File: src/logic/cfv_pkg.sv
// constants and types for the buck-boost converter voltage control register
// assumes one 100 MHz core clock and a management-bus decoder on the same clock
//
// Overview of operation
// RULE1: register sits at subaddress 0x19 and resets to 0xB2.
// RULE2: only password-accepted writes change the register; other writes are dropped.
// RULE3: every accepted write blanks over/undervoltage monitoring for 5 ms.
// RULE4: power-up voltage default may follow the default-select resistor input.
// RULE5: host must never program a reserved voltage code.
// RULE6: host should change the voltage code only while the converter is disabled.
// RULE7: bit 7 is read-write pulse-skip enable, reset 1; 0 forces fixed PWM.
// RULE8: bits 5-0 hold voltage code, reset 32h; 35h-3Fh reserved.
// RULE9: bit 6 always reads zero and writes to it are ignored.
`default_nettype none

package cfv_pkg;

   ////////////////////////////////////////////////////////////////////////////////
   // register map
   localparam logic [7:0] CONV4_VOLT_ADDR  = 8'h19;
   localparam logic [7:0] CONV4_VOLT_RESET = 8'hB2;
   localparam int         PULSE_SKIP_BIT   = 7;
   localparam int         RESERVED_BIT     = 6;
   localparam int         CODE_MSB         = 5;
   localparam int         CODE_LSB         = 0;
   localparam logic [5:0] CODE_RESET       = 6'h32;
   localparam logic [5:0] CODE_LAST_LEGAL  = 6'h34;
   localparam logic       PULSE_SKIP_RESET = 1'h1;
   localparam logic [7:0] READ_IDLE        = 8'h00;

   ////////////////////////////////////////////////////////////////////////////////
   // timing: supervisor blanking after a write
   localparam int CLK_PERIOD_NS       = 10;
   localparam int BLANK_TIME_MS       = 5;
   localparam int NS_PER_MS           = 1000000;
   localparam int BLANK_CYCLES_DFLT   = BLANK_TIME_MS * NS_PER_MS / CLK_PERIOD_NS;
   localparam int BLANK_CNT_W         = 20;
   localparam int SYNC_STAGES         = 2;

   ////////////////////////////////////////////////////////////////////////////////
   // types
   typedef struct packed {
      logic [7:0] addr;
      logic       wr;
      logic       rd;
      logic       unlocked;
      logic [7:0] wdata;
   } reg_req_type;

   typedef struct packed {
      logic       pulse_skip_enable;
      logic [5:0] converter_four_voltage;
   } ctrl_type;

   typedef enum logic [1:0] {ST_SETTLE, ST_FILL, ST_LOAD, ST_RUN} strap_state_type;

endpackage

`default_nettype wire

File: src/logic/blank_timer.sv
// retriggerable blanking timer for the voltage supervisor
// assumes start is a one-cycle pulse on the same clock
`default_nettype none

module blank_timer #(
   parameter int BLANK_CYCLES = cfv_pkg::BLANK_CYCLES_DFLT
) (
   input  wire logic clk,
   input  wire logic reset_n,
   input  wire logic start,
   output var  logic blank
);

   logic [cfv_pkg::BLANK_CNT_W-1:0] cnt_q;
   logic [cfv_pkg::BLANK_CNT_W-1:0] cnt_d;
   logic                            blank_q;
   logic                            blank_d;

   ////////////////////////////////////////////////////////////////////////////////
   // a new write restarts the full interval rather than extending the old one
   always_comb begin
      cnt_d = cnt_q;
      if (start) begin
         cnt_d = cfv_pkg::BLANK_CNT_W'(BLANK_CYCLES); // [RULE3]
      end else if (cnt_q != '0) begin
         cnt_d = cnt_q - 1'b1;
      end
      blank_d = (cnt_d != '0); // [RULE3]
   end

   always_ff @(posedge clk) begin
      if (!reset_n) begin
         cnt_q   <= '0;
         blank_q <= 1'b0;
      end else begin
         cnt_q   <= cnt_d;
         blank_q <= blank_d;
      end
   end

   assign blank = blank_q;

endmodule

`default_nettype wire

File: src/logic/converter_four_voltage_reg.sv
// voltage control register of the buck-boost converter, with write blanking
// assumes the serial bus decoder and password checker run on CORE_CLK and
// present one request per cycle; the resistor strap arrives from a pin
`default_nettype none

module converter_four_voltage_reg #(
   parameter int         BLANK_CYCLES   = cfv_pkg::BLANK_CYCLES_DFLT,
   parameter logic [5:0] ALT_CODE       = 6'h00
) (
   input  wire logic                CORE_CLK,
   input  wire logic                RESET_N,
   input  wire cfv_pkg::reg_req_type REG_REQ,
   input  wire logic                DEFAULT_SELECT_RESISTOR,
   output var  logic [7:0]          REG_RDATA,
   output var  logic                REG_RVALID,
   output var  logic                WRITE_REJECTED,
   output var  logic                PULSE_SKIP_ENABLE,
   output var  logic [5:0]          CONVERTER_FOUR_VOLTAGE,
   output var  logic                MONITOR_BLANK
);

   ////////////////////////////////////////////////////////////////////////////////
   // declarations
   logic                     sel;
   logic                     wr_ok;
   logic                     wr_bad;
   logic [cfv_pkg::SYNC_STAGES-1:0] strap_sync_q;
   logic                     strap;
   cfv_pkg::strap_state_type state_q;
   cfv_pkg::strap_state_type state_d;
   logic                     host_wrote_q;
   logic                     host_wrote_d;
   cfv_pkg::ctrl_type        ctrl_q;
   cfv_pkg::ctrl_type        ctrl_d;
   logic [7:0]               rdata_q;
   logic [7:0]               rdata_d;
   logic                     rvalid_q;
   logic                     rvalid_d;
   logic                     reject_q;
   logic                     reject_d;
   logic                     blank;

   ////////////////////////////////////////////////////////////////////////////////
   // address decode and write qualification
   assign sel    = (REG_REQ.addr == cfv_pkg::CONV4_VOLT_ADDR); // [RULE1]
   assign wr_ok  = sel && REG_REQ.wr && REG_REQ.unlocked;      // [RULE2]
   assign wr_bad = sel && REG_REQ.wr && !REG_REQ.unlocked;     // [RULE2]

   ////////////////////////////////////////////////////////////////////////////////
   // strap synchroniser: only the last stage feeds logic
   always_ff @(posedge CORE_CLK) begin
      if (!RESET_N) begin
         strap_sync_q <= '0;
      end else begin
         strap_sync_q <= {strap_sync_q[cfv_pkg::SYNC_STAGES-2:0], DEFAULT_SELECT_RESISTOR};
      end
   end

   assign strap = strap_sync_q[cfv_pkg::SYNC_STAGES-1];

   ////////////////////////////////////////////////////////////////////////////////
   // power-up sequencing: the synchroniser is cleared by reset, so two edges
   // pass before the strap is seen; then the strapped default loads once and
   // a host write before that keeps the host value
   always_comb begin
      state_d      = state_q;
      host_wrote_d = host_wrote_q | wr_ok;
      unique case (state_q)
         cfv_pkg::ST_SETTLE: begin
            state_d = cfv_pkg::ST_FILL;
         end
         cfv_pkg::ST_FILL: begin
            state_d = cfv_pkg::ST_LOAD;
         end
         cfv_pkg::ST_LOAD: begin
            state_d = cfv_pkg::ST_RUN;
         end
         cfv_pkg::ST_RUN: begin
            state_d = cfv_pkg::ST_RUN;
         end
      endcase
   end

   always_ff @(posedge CORE_CLK) begin
      if (!RESET_N) begin
         state_q      <= cfv_pkg::ST_SETTLE;
         host_wrote_q <= 1'b0;
      end else begin
         state_q      <= state_d;
         host_wrote_q <= host_wrote_d;
      end
   end

   ////////////////////////////////////////////////////////////////////////////////
   // control register contents; bit 6 has no storage so it cannot be written
   always_comb begin
      ctrl_d = ctrl_q;
      if (state_q == cfv_pkg::ST_LOAD && !host_wrote_q && !wr_ok && strap) begin
         ctrl_d.converter_four_voltage = ALT_CODE; // [RULE4]
      end
      if (wr_ok) begin
         ctrl_d.pulse_skip_enable      = REG_REQ.wdata[cfv_pkg::PULSE_SKIP_BIT]; // [RULE7]
         // reserved codes are stored as written; keeping them out is the host's job
         ctrl_d.converter_four_voltage =
            REG_REQ.wdata[cfv_pkg::CODE_MSB:cfv_pkg::CODE_LSB]; // [RULE8] [RULE5] [RULE9]
      end
   end

   always_ff @(posedge CORE_CLK) begin
      if (!RESET_N) begin
         ctrl_q.pulse_skip_enable      <= cfv_pkg::PULSE_SKIP_RESET; // [RULE1] [RULE7]
         ctrl_q.converter_four_voltage <= cfv_pkg::CODE_RESET;       // [RULE1] [RULE8]
      end else begin
         ctrl_q <= ctrl_d;
      end
   end

   ////////////////////////////////////////////////////////////////////////////////
   // read path and reject flag; a read in the write cycle returns the old value
   always_comb begin
      rdata_d  = cfv_pkg::READ_IDLE;
      rvalid_d = 1'b0;
      reject_d = wr_bad; // [RULE2]
      if (sel && REG_REQ.rd) begin
         rvalid_d                                          = 1'b1;
         rdata_d[cfv_pkg::PULSE_SKIP_BIT]                   = ctrl_q.pulse_skip_enable;
         rdata_d[cfv_pkg::RESERVED_BIT]                     = 1'b0; // [RULE9]
         rdata_d[cfv_pkg::CODE_MSB:cfv_pkg::CODE_LSB]       = ctrl_q.converter_four_voltage;
      end
   end

   always_ff @(posedge CORE_CLK) begin
      if (!RESET_N) begin
         rdata_q  <= cfv_pkg::READ_IDLE;
         rvalid_q <= 1'b0;
         reject_q <= 1'b0;
      end else begin
         rdata_q  <= rdata_d;
         rvalid_q <= rvalid_d;
         reject_q <= reject_d;
      end
   end

   ////////////////////////////////////////////////////////////////////////////////
   // supervisor blanking; the code is applied at once, so changing it while
   // the converter runs relies on the host's discipline
   blank_timer #(
      .BLANK_CYCLES (BLANK_CYCLES)
   ) i_blank_timer (
      .clk     (CORE_CLK),
      .reset_n (RESET_N),
      .start   (wr_ok),   // [RULE3] [RULE6]
      .blank   (blank)
   );

   ////////////////////////////////////////////////////////////////////////////////
   // outputs, all from flip-flops
   assign REG_RDATA              = rdata_q;
   assign REG_RVALID             = rvalid_q;
   assign WRITE_REJECTED         = reject_q;
   assign PULSE_SKIP_ENABLE      = ctrl_q.pulse_skip_enable;
   assign CONVERTER_FOUR_VOLTAGE = ctrl_q.converter_four_voltage;
   assign MONITOR_BLANK          = blank;

endmodule

`default_nettype wire

File: config.mk
export PLATFORM = sky130hd
export DESIGN_NAME = converter_four_voltage_reg
export DESIGN_NICKNAME = d
export VERILOG_FILES = /design/src/logic/cfv_pkg.sv /design/src/logic/blank_timer.sv /design/src/logic/converter_four_voltage_reg.sv
export SDC_FILE = /design/constraint.sdc
export NUM_CORES = 1
export LEC_CHECK = 0
export ABC_CLOCK_PERIOD_IN_PS = 3000
export BUFFER_PORTS_ARGS = -buffer_cell sky130_fd_sc_hd__buf_2
export CAP_MARGIN = 20
export CORE_MARGIN = 1.5
export CORE_UTILIZATION = 45
export DETAILED_ROUTE_END_ITERATION = 16
export PLACE_DENSITY = 0.68
export SYNTH_ARGS = -nofsm -noshare
export SYNTH_HDL_FRONTEND = slang
export SYNTH_SLANG_ARGS = --single-unit
File: constraint.sdc
create_clock -name CORE_CLK -period 3 [get_ports CORE_CLK]
set_input_delay 0.6 -clock CORE_CLK [delete_from_list [all_inputs] [get_ports CORE_CLK]]
set_output_delay 0.6 -clock CORE_CLK [all_outputs]
set_load 0.02 [all_outputs]
Word level (Yosys, flattened, before mapping)
Cells that the tools add are included.
{ "totals": {"reg_bits": 43, "latch_bits": 0, "mem_bits_rw": 0, "mem_bits_ro": 0, "inputBits": 22, "out_inout_bits": 18, "elab_cells": 39, "memories": 0} }
{ "op_classes": {"addsub": 1, "n_mul": 0, "n_div": 0, "n_lt_le_gt_ge": 0, "eq_ne": 4, "shift": 0, "muxes": 6, "n_bitwise": 1, "n_reduce_logical": 16} }
{ "op_table": {"columns": ["operator", "n"], "rows": [
  ["two-way mux 20 bit", 2],
  ["nonzero test 20 bit", 2],
  ["subtractor 20 x 1 -> 20 bit, second input constant", 1],
  ["two-way mux 6 bit", 2],
  ["== test 8 x 5 -> 1 bit, second input constant", 1],
  ["logical AND 1 bit", 7],
  ["one-hot mux 2 bit (3 select lines)", 1],
  ["== test 2 bit, second input constant", 2],
  ["zero test 1 bit", 3],
  ["== test 2 x 1 -> 1 bit, second input constant", 1],
  ["zero test 2 bit", 1],
  ["AND reduction 2 bit", 1],
  ["nonzero test 2 bit", 1],
  ["OR reduction 2 bit", 1],
  ["two-way mux 1 bit", 1],
  ["bitwise OR 1 bit", 1]
]} }

Longest topological paths before layout
{ "depth": {"depth_word": 8, "depth_mapped": 9, "ltp_nobuf": 9} }

Hierarchy
A second synthesis with hierarchy kept.
{ "hier_totals": {"cells_unflattened": 219, "area_unflattened_um2": 1935.6} }
{ "by_module_without_submodules": {"columns": ["mod", "n_inst", "cells_each", "area_per_inst_um2", "seq_area_each_um2"], "rows": [
  ["blank_timer", 1, 141, 1152.4, 420.4],
  ["converter_four_voltage_reg", 1, 78, 783.3, 420.4]
]} }

Worst setup path before layout
No wires, ideal clock.
{ "synth_timing": {"kind": "register to register", "startpoint": "register i_blank_timer.cnt_q[0] (netlist name)", "endpoint": "register i_blank_timer.blank_q (netlist: i_blank_timer.blank)", "setup_time_ps": 129, "arrival_time_ps": 2296, "required_time_ps": 2871, "path_slack_ps": 575, "stages_incl_launch_ff": 10, "n_path_buf": 0, "period_less_slack_ps": 2425, "cell_sequence": "dfxtp_1 > inv_1 > ha_1 > or4b_4 > nor4_4 > a21oi_2 > o32ai_2 > a21oi_1 > nor4_2 > a31oi_1"} }
{ "synth_via": {"elab_chain_len": 4, "elab_cells_between_ends": 5, "cone_classes": "add/sub (1); mux (2); reduce/logical (2)"} }
{ "synth_lines": {"columns": ["item", "line_no", "text"], "rows": [
  ["start: declaration", "blank_timer.sv:14", "logic [cfv_pkg::BLANK_CNT_W-1:0] cnt_q;"],
  ["start signal: assignment", "blank_timer.sv:36", "cnt_q <= cnt_d;"],
  ["subtractor 20 x 1 -> 20 bit or nonzero test 20 bit (tied branches)", "blank_timer.sv:26, blank_timer.sv:25", null],
  ["two-way mux 20 bit (*)", "blank_timer.sv:25", "end else if (cnt_q != '0) begin"],
  ["two-way mux 20 bit (*)", "blank_timer.sv:23", "if (start) begin"],
  ["nonzero test 20 bit (*)", "blank_timer.sv:28", "blank_d = (cnt_d != '0);"],
  ["end signal: assignment", "blank_timer.sv:37", "blank_q <= blank_d;"],
  ["end: declaration", "blank_timer.sv:16", "logic blank_q;"]
]} }
Mark *: on every way between the ends. The rest lies on a longest branch, timed or not.
A chain may end at the register's enable or synchronous reset.

Worst setup path after layout
Same ends and word-level chain as after synthesis.

==> flow_summary_export.csv <==
group,metric,value,unit
final_layout,fin_cells,297,
power,swShare,42.2,%
status,outcome,"completed",
synthesis,syn_area,1870,um2
place,place_area,2100,um2
routing,vias,1606,
synthesis,syn_area_per_cell,9.01,um2
timing,setup_tns,0,ns
setup_path,path_cells,"inv_1, ha_1, or4b_4, nor4_4, buf_4, nand2_2, a211oi_1, o211ai_1, nor4_2, a31oi_1",
place,place_inst,288,
final_layout,multiInputGateArea,966,um2
floorplanning,die-area,4560,um2
power,p_seq_share,33.9,%
final_layout,diodes,0,
cts,cts-root-buf,"clkbuf_8",
power,power_density,1020,nW/um2
routing,drc,0,
cts,htreeDepth,2,
synthesis,synth_cells,208,
setup_path,cp.buffers_inverters,2,
setup_path,end_kind,"flip-flop",
synthesis,synthFlopType,"dfxtp_1",
setup_path,cp-start-kind,"flip-flop",
final_layout,final_area,2200,um2
timing,max_slew_margin,65.0,%
timing,post-route-period-util,88.4,%
timing,drv_slew,0,
setup_path,path_delay_family,"simple AND/OR/NAND/NOR gates",
grt,grt_max_degree,18,
setup_path,arrival,2.82,ns
synthesis,syn-num-nets,232,
place,numPortBuffers,37,
floorplanning,die_h,67.5,um
final_layout,synthToLayoutAreaGrowth,17.4,%
timing,finalSetupViolCount,0,
place,place.gp.congestion,0.842,
grt,grt_first_pass_wirelength,6520,um
power,leakage,0.950,nW
routing,drtAntennaViolNets,0,
routing,drt_iter0_markers,125,
timing,worst_pin_slew,0.521,ns
setup_path,path_class,"reg -> reg",
routing,wl,4040,um
synthesis,async_flop_share,0,%
power,peakVddDrop,0.606,mV
final_layout,regArea,841,um2
cts,clock_latency,0.30,ns
timing,hold_violations,0,
power,comb_power_share,49.8,%
hold_path,holdCritPathClass,"reg -> reg",
cts,cts_tree,"done",
grt,grt_pass1_vias,1405,
setup_path,crit_fanout,8,
setup_path,slowest_delay,0.49,ns
place,dp_hpwl,3020,um
synthesis,yosysWarnings,0,
cts,clockBufferDepth,2,
synthesis,ys_seq_area_share,44.9,%
grt,antenna_found_initial,0,
run,cap_violations,0,
timing,rsz0062_at_grt,"false",
timing,min_period,2.65,ns
floorplanning,die_w,67.5,um
power,switchingPower,0.944,mW
synthesis,ys_ff_latch,42,
cts,clkTransAtPathRegs,0.08,ns
final_layout,mostFrequentLayoutCell,"dfxtp_1",
timing,fmax,0.377,GHz
floorplanning,core,4000,um2
floorplanning,boundaryPins,40,
grt,grtUsageTotal,19.4,%
final_layout,layout_common_cells,"dfxtp_1 (42), buf_2 (37), nor2_1 (34)",
final_layout,layout-drive-gt1-share,24.3,%
final_layout,fin_nets,270,
setup_path,crit_required,3.17,ns
setup_path,slowest_stage,"or4b_4",
power,clkPwrFrac,16.3,%
cts,cts.sinks,42,
final_layout,fillers,358,
grt,overflow,0,
synthesis,ys_types,50,
routing,viasPerCell,5.41,
routing,dr.pass1.iters,4,
floorplanning,floorplan.initialDensity,46.9,%
routing,wl_per_cell,13.6,um
cts,cts_buffers,5,
timing,fin_worst_skew,0.00467,ns
cts,ctsResizeCount,0,
power,internal_power,1.29,mW
synthesis,synth-edff-count,0,
floorplanning,rows,23,
cell usage after synthesis, types with 2 or more instances:
| cell | number | area (um2) |
|---|---|---|
| or2_2 | 2 | 12.5 |
| nor2_1 | 34 | 128 |
| a221o_1 | 3 | 30.0 |
| ha_1 | 2 | 25.0 |
| and3_1 | 5 | 31.3 |
| nand4_1 | 2 | 12.5 |
| dfxtp_1 | 42 | 841 |
| o211a_1 | 2 | 20.0 |
| nand4b_1 | 3 | 26.3 |
| xor2_1 | 7 | 61.3 |
| a211oi_1 | 3 | 22.5 |
| a31oi_1 | 2 | 12.5 |
| nand2b_1 | 2 | 12.5 |
| mux2i_1 | 2 | 20.0 |
| and2_1 | 10 | 62.6 |
| nor4_1 | 2 | 12.5 |
| inv_1 | 6 | 22.5 |
| or4_1 | 4 | 30.0 |
| or3_1 | 3 | 18.8 |
| nand2_1 | 7 | 26.3 |
| o2111ai_1 | 2 | 17.5 |
| clkbuf_1 | 9 | 33.8 |
| a22oi_1 | 3 | 22.5 |
| nor3_1 | 7 | 35.0 |
| xnor2_1 | 4 | 35.0 |
| a21oi_1 | 12 | 60.1 |
| nand3_1 | 5 | 25.0 |
path summary, 6_finish.rpt:
check	startpoint	to	slack (ns)	depth (start not counted)
max	i_blank_timer.cnt_q[0]	i_blank_timer.blank	0.35	10
min	strap_sync_q[0]	strap_sync_q[1]	0.44	1
max reg2reg	i_blank_timer.cnt_q[0]	i_blank_timer.blank	0.35	10
min reg2reg	strap_sync_q[0]	strap_sync_q[1]	0.44	1
repair_timing:
item,4_1_cts,5_1_grt
hold buffers,0,0
buffers inserted,0,1
hold endpoints to repair,0,0
endpoints found under the setup margin,0,1
layer usage:
| layer | vias up | part of all wire (%) | global-route usage [%] |
|---|---|---|---|
| li1 | 812 | - | - |
| met1 | 751 | 47 | 25.6 |
| met2 | 39 | 48 | 29.9 |
| met3 | 4 | 4.2 | 5.50 |
| met4 | 0 | 1.5 | 7.65 |
| met5 | - | 0 | 0 |
final cells by class:
class	count	area share, %
Clock buffer	5	3.13
Clock inverter	3	0.966
Inverter	7	1.19
Multi-Input combinational cell	149	43.9
Sequential cell	42	38.2
Tap cell	50	2.84
Timing Repair Buffer	41	9.78
sequential cells by signal, indices dropped and copies added (netlist names):
register / count
REG_RDATA: 7
PULSE_SKIP_ENABLE: 1
i_blank_timer.blank: 1
CONVERTER_FOUR_VOLTAGE: 6
state_q: 2
strap_sync_q: 2
i_blank_timer.cnt_q: 20
REG_RVALID: 1
host_wrote_q: 1
WRITE_REJECTED: 1
cell families after synthesis:
group	after synthesis	synth area share [%]
other	1	0.200
muxes	2	1.07
DFF	42	44.9
buffers and inverters	17	3.60
adders and majority gates	2	1.33
xor gates and xnor gates	11	5.14
AOI/OAI and AO/OA	37	14.6
and+or+nand+nor	96	29.2
power by group through the flow:
stage          clock network (mW)  registers [mW]  logic [mW]
2_1_floorplan                   0           0.741       0.880
5_1_grt                     0.396           0.774        1.23
3_5_place_dp                    0           0.771        1.07
4_1_cts                     0.375           0.757        1.08
6_report                    0.364           0.758        1.11
3_3_place_gp                    0           0.769        1.07
through the flow:
step	power, mW	hold WS [ns]	utilization [%]	setup WS (ns)
2_1_floorplan	1.62	0.412	-	0.575
6_report	2.23	0.435	55.0	0.348
3_5_place_dp	1.84	0.421	52.6	0.239
4_1_cts	2.21	0.440	54.8	0.236
3_3_place_gp	1.83	0.416	52.6	0.249
5_1_grt	2.40	0.457	55.0	0.130
(Power assumes the default switching activity.)
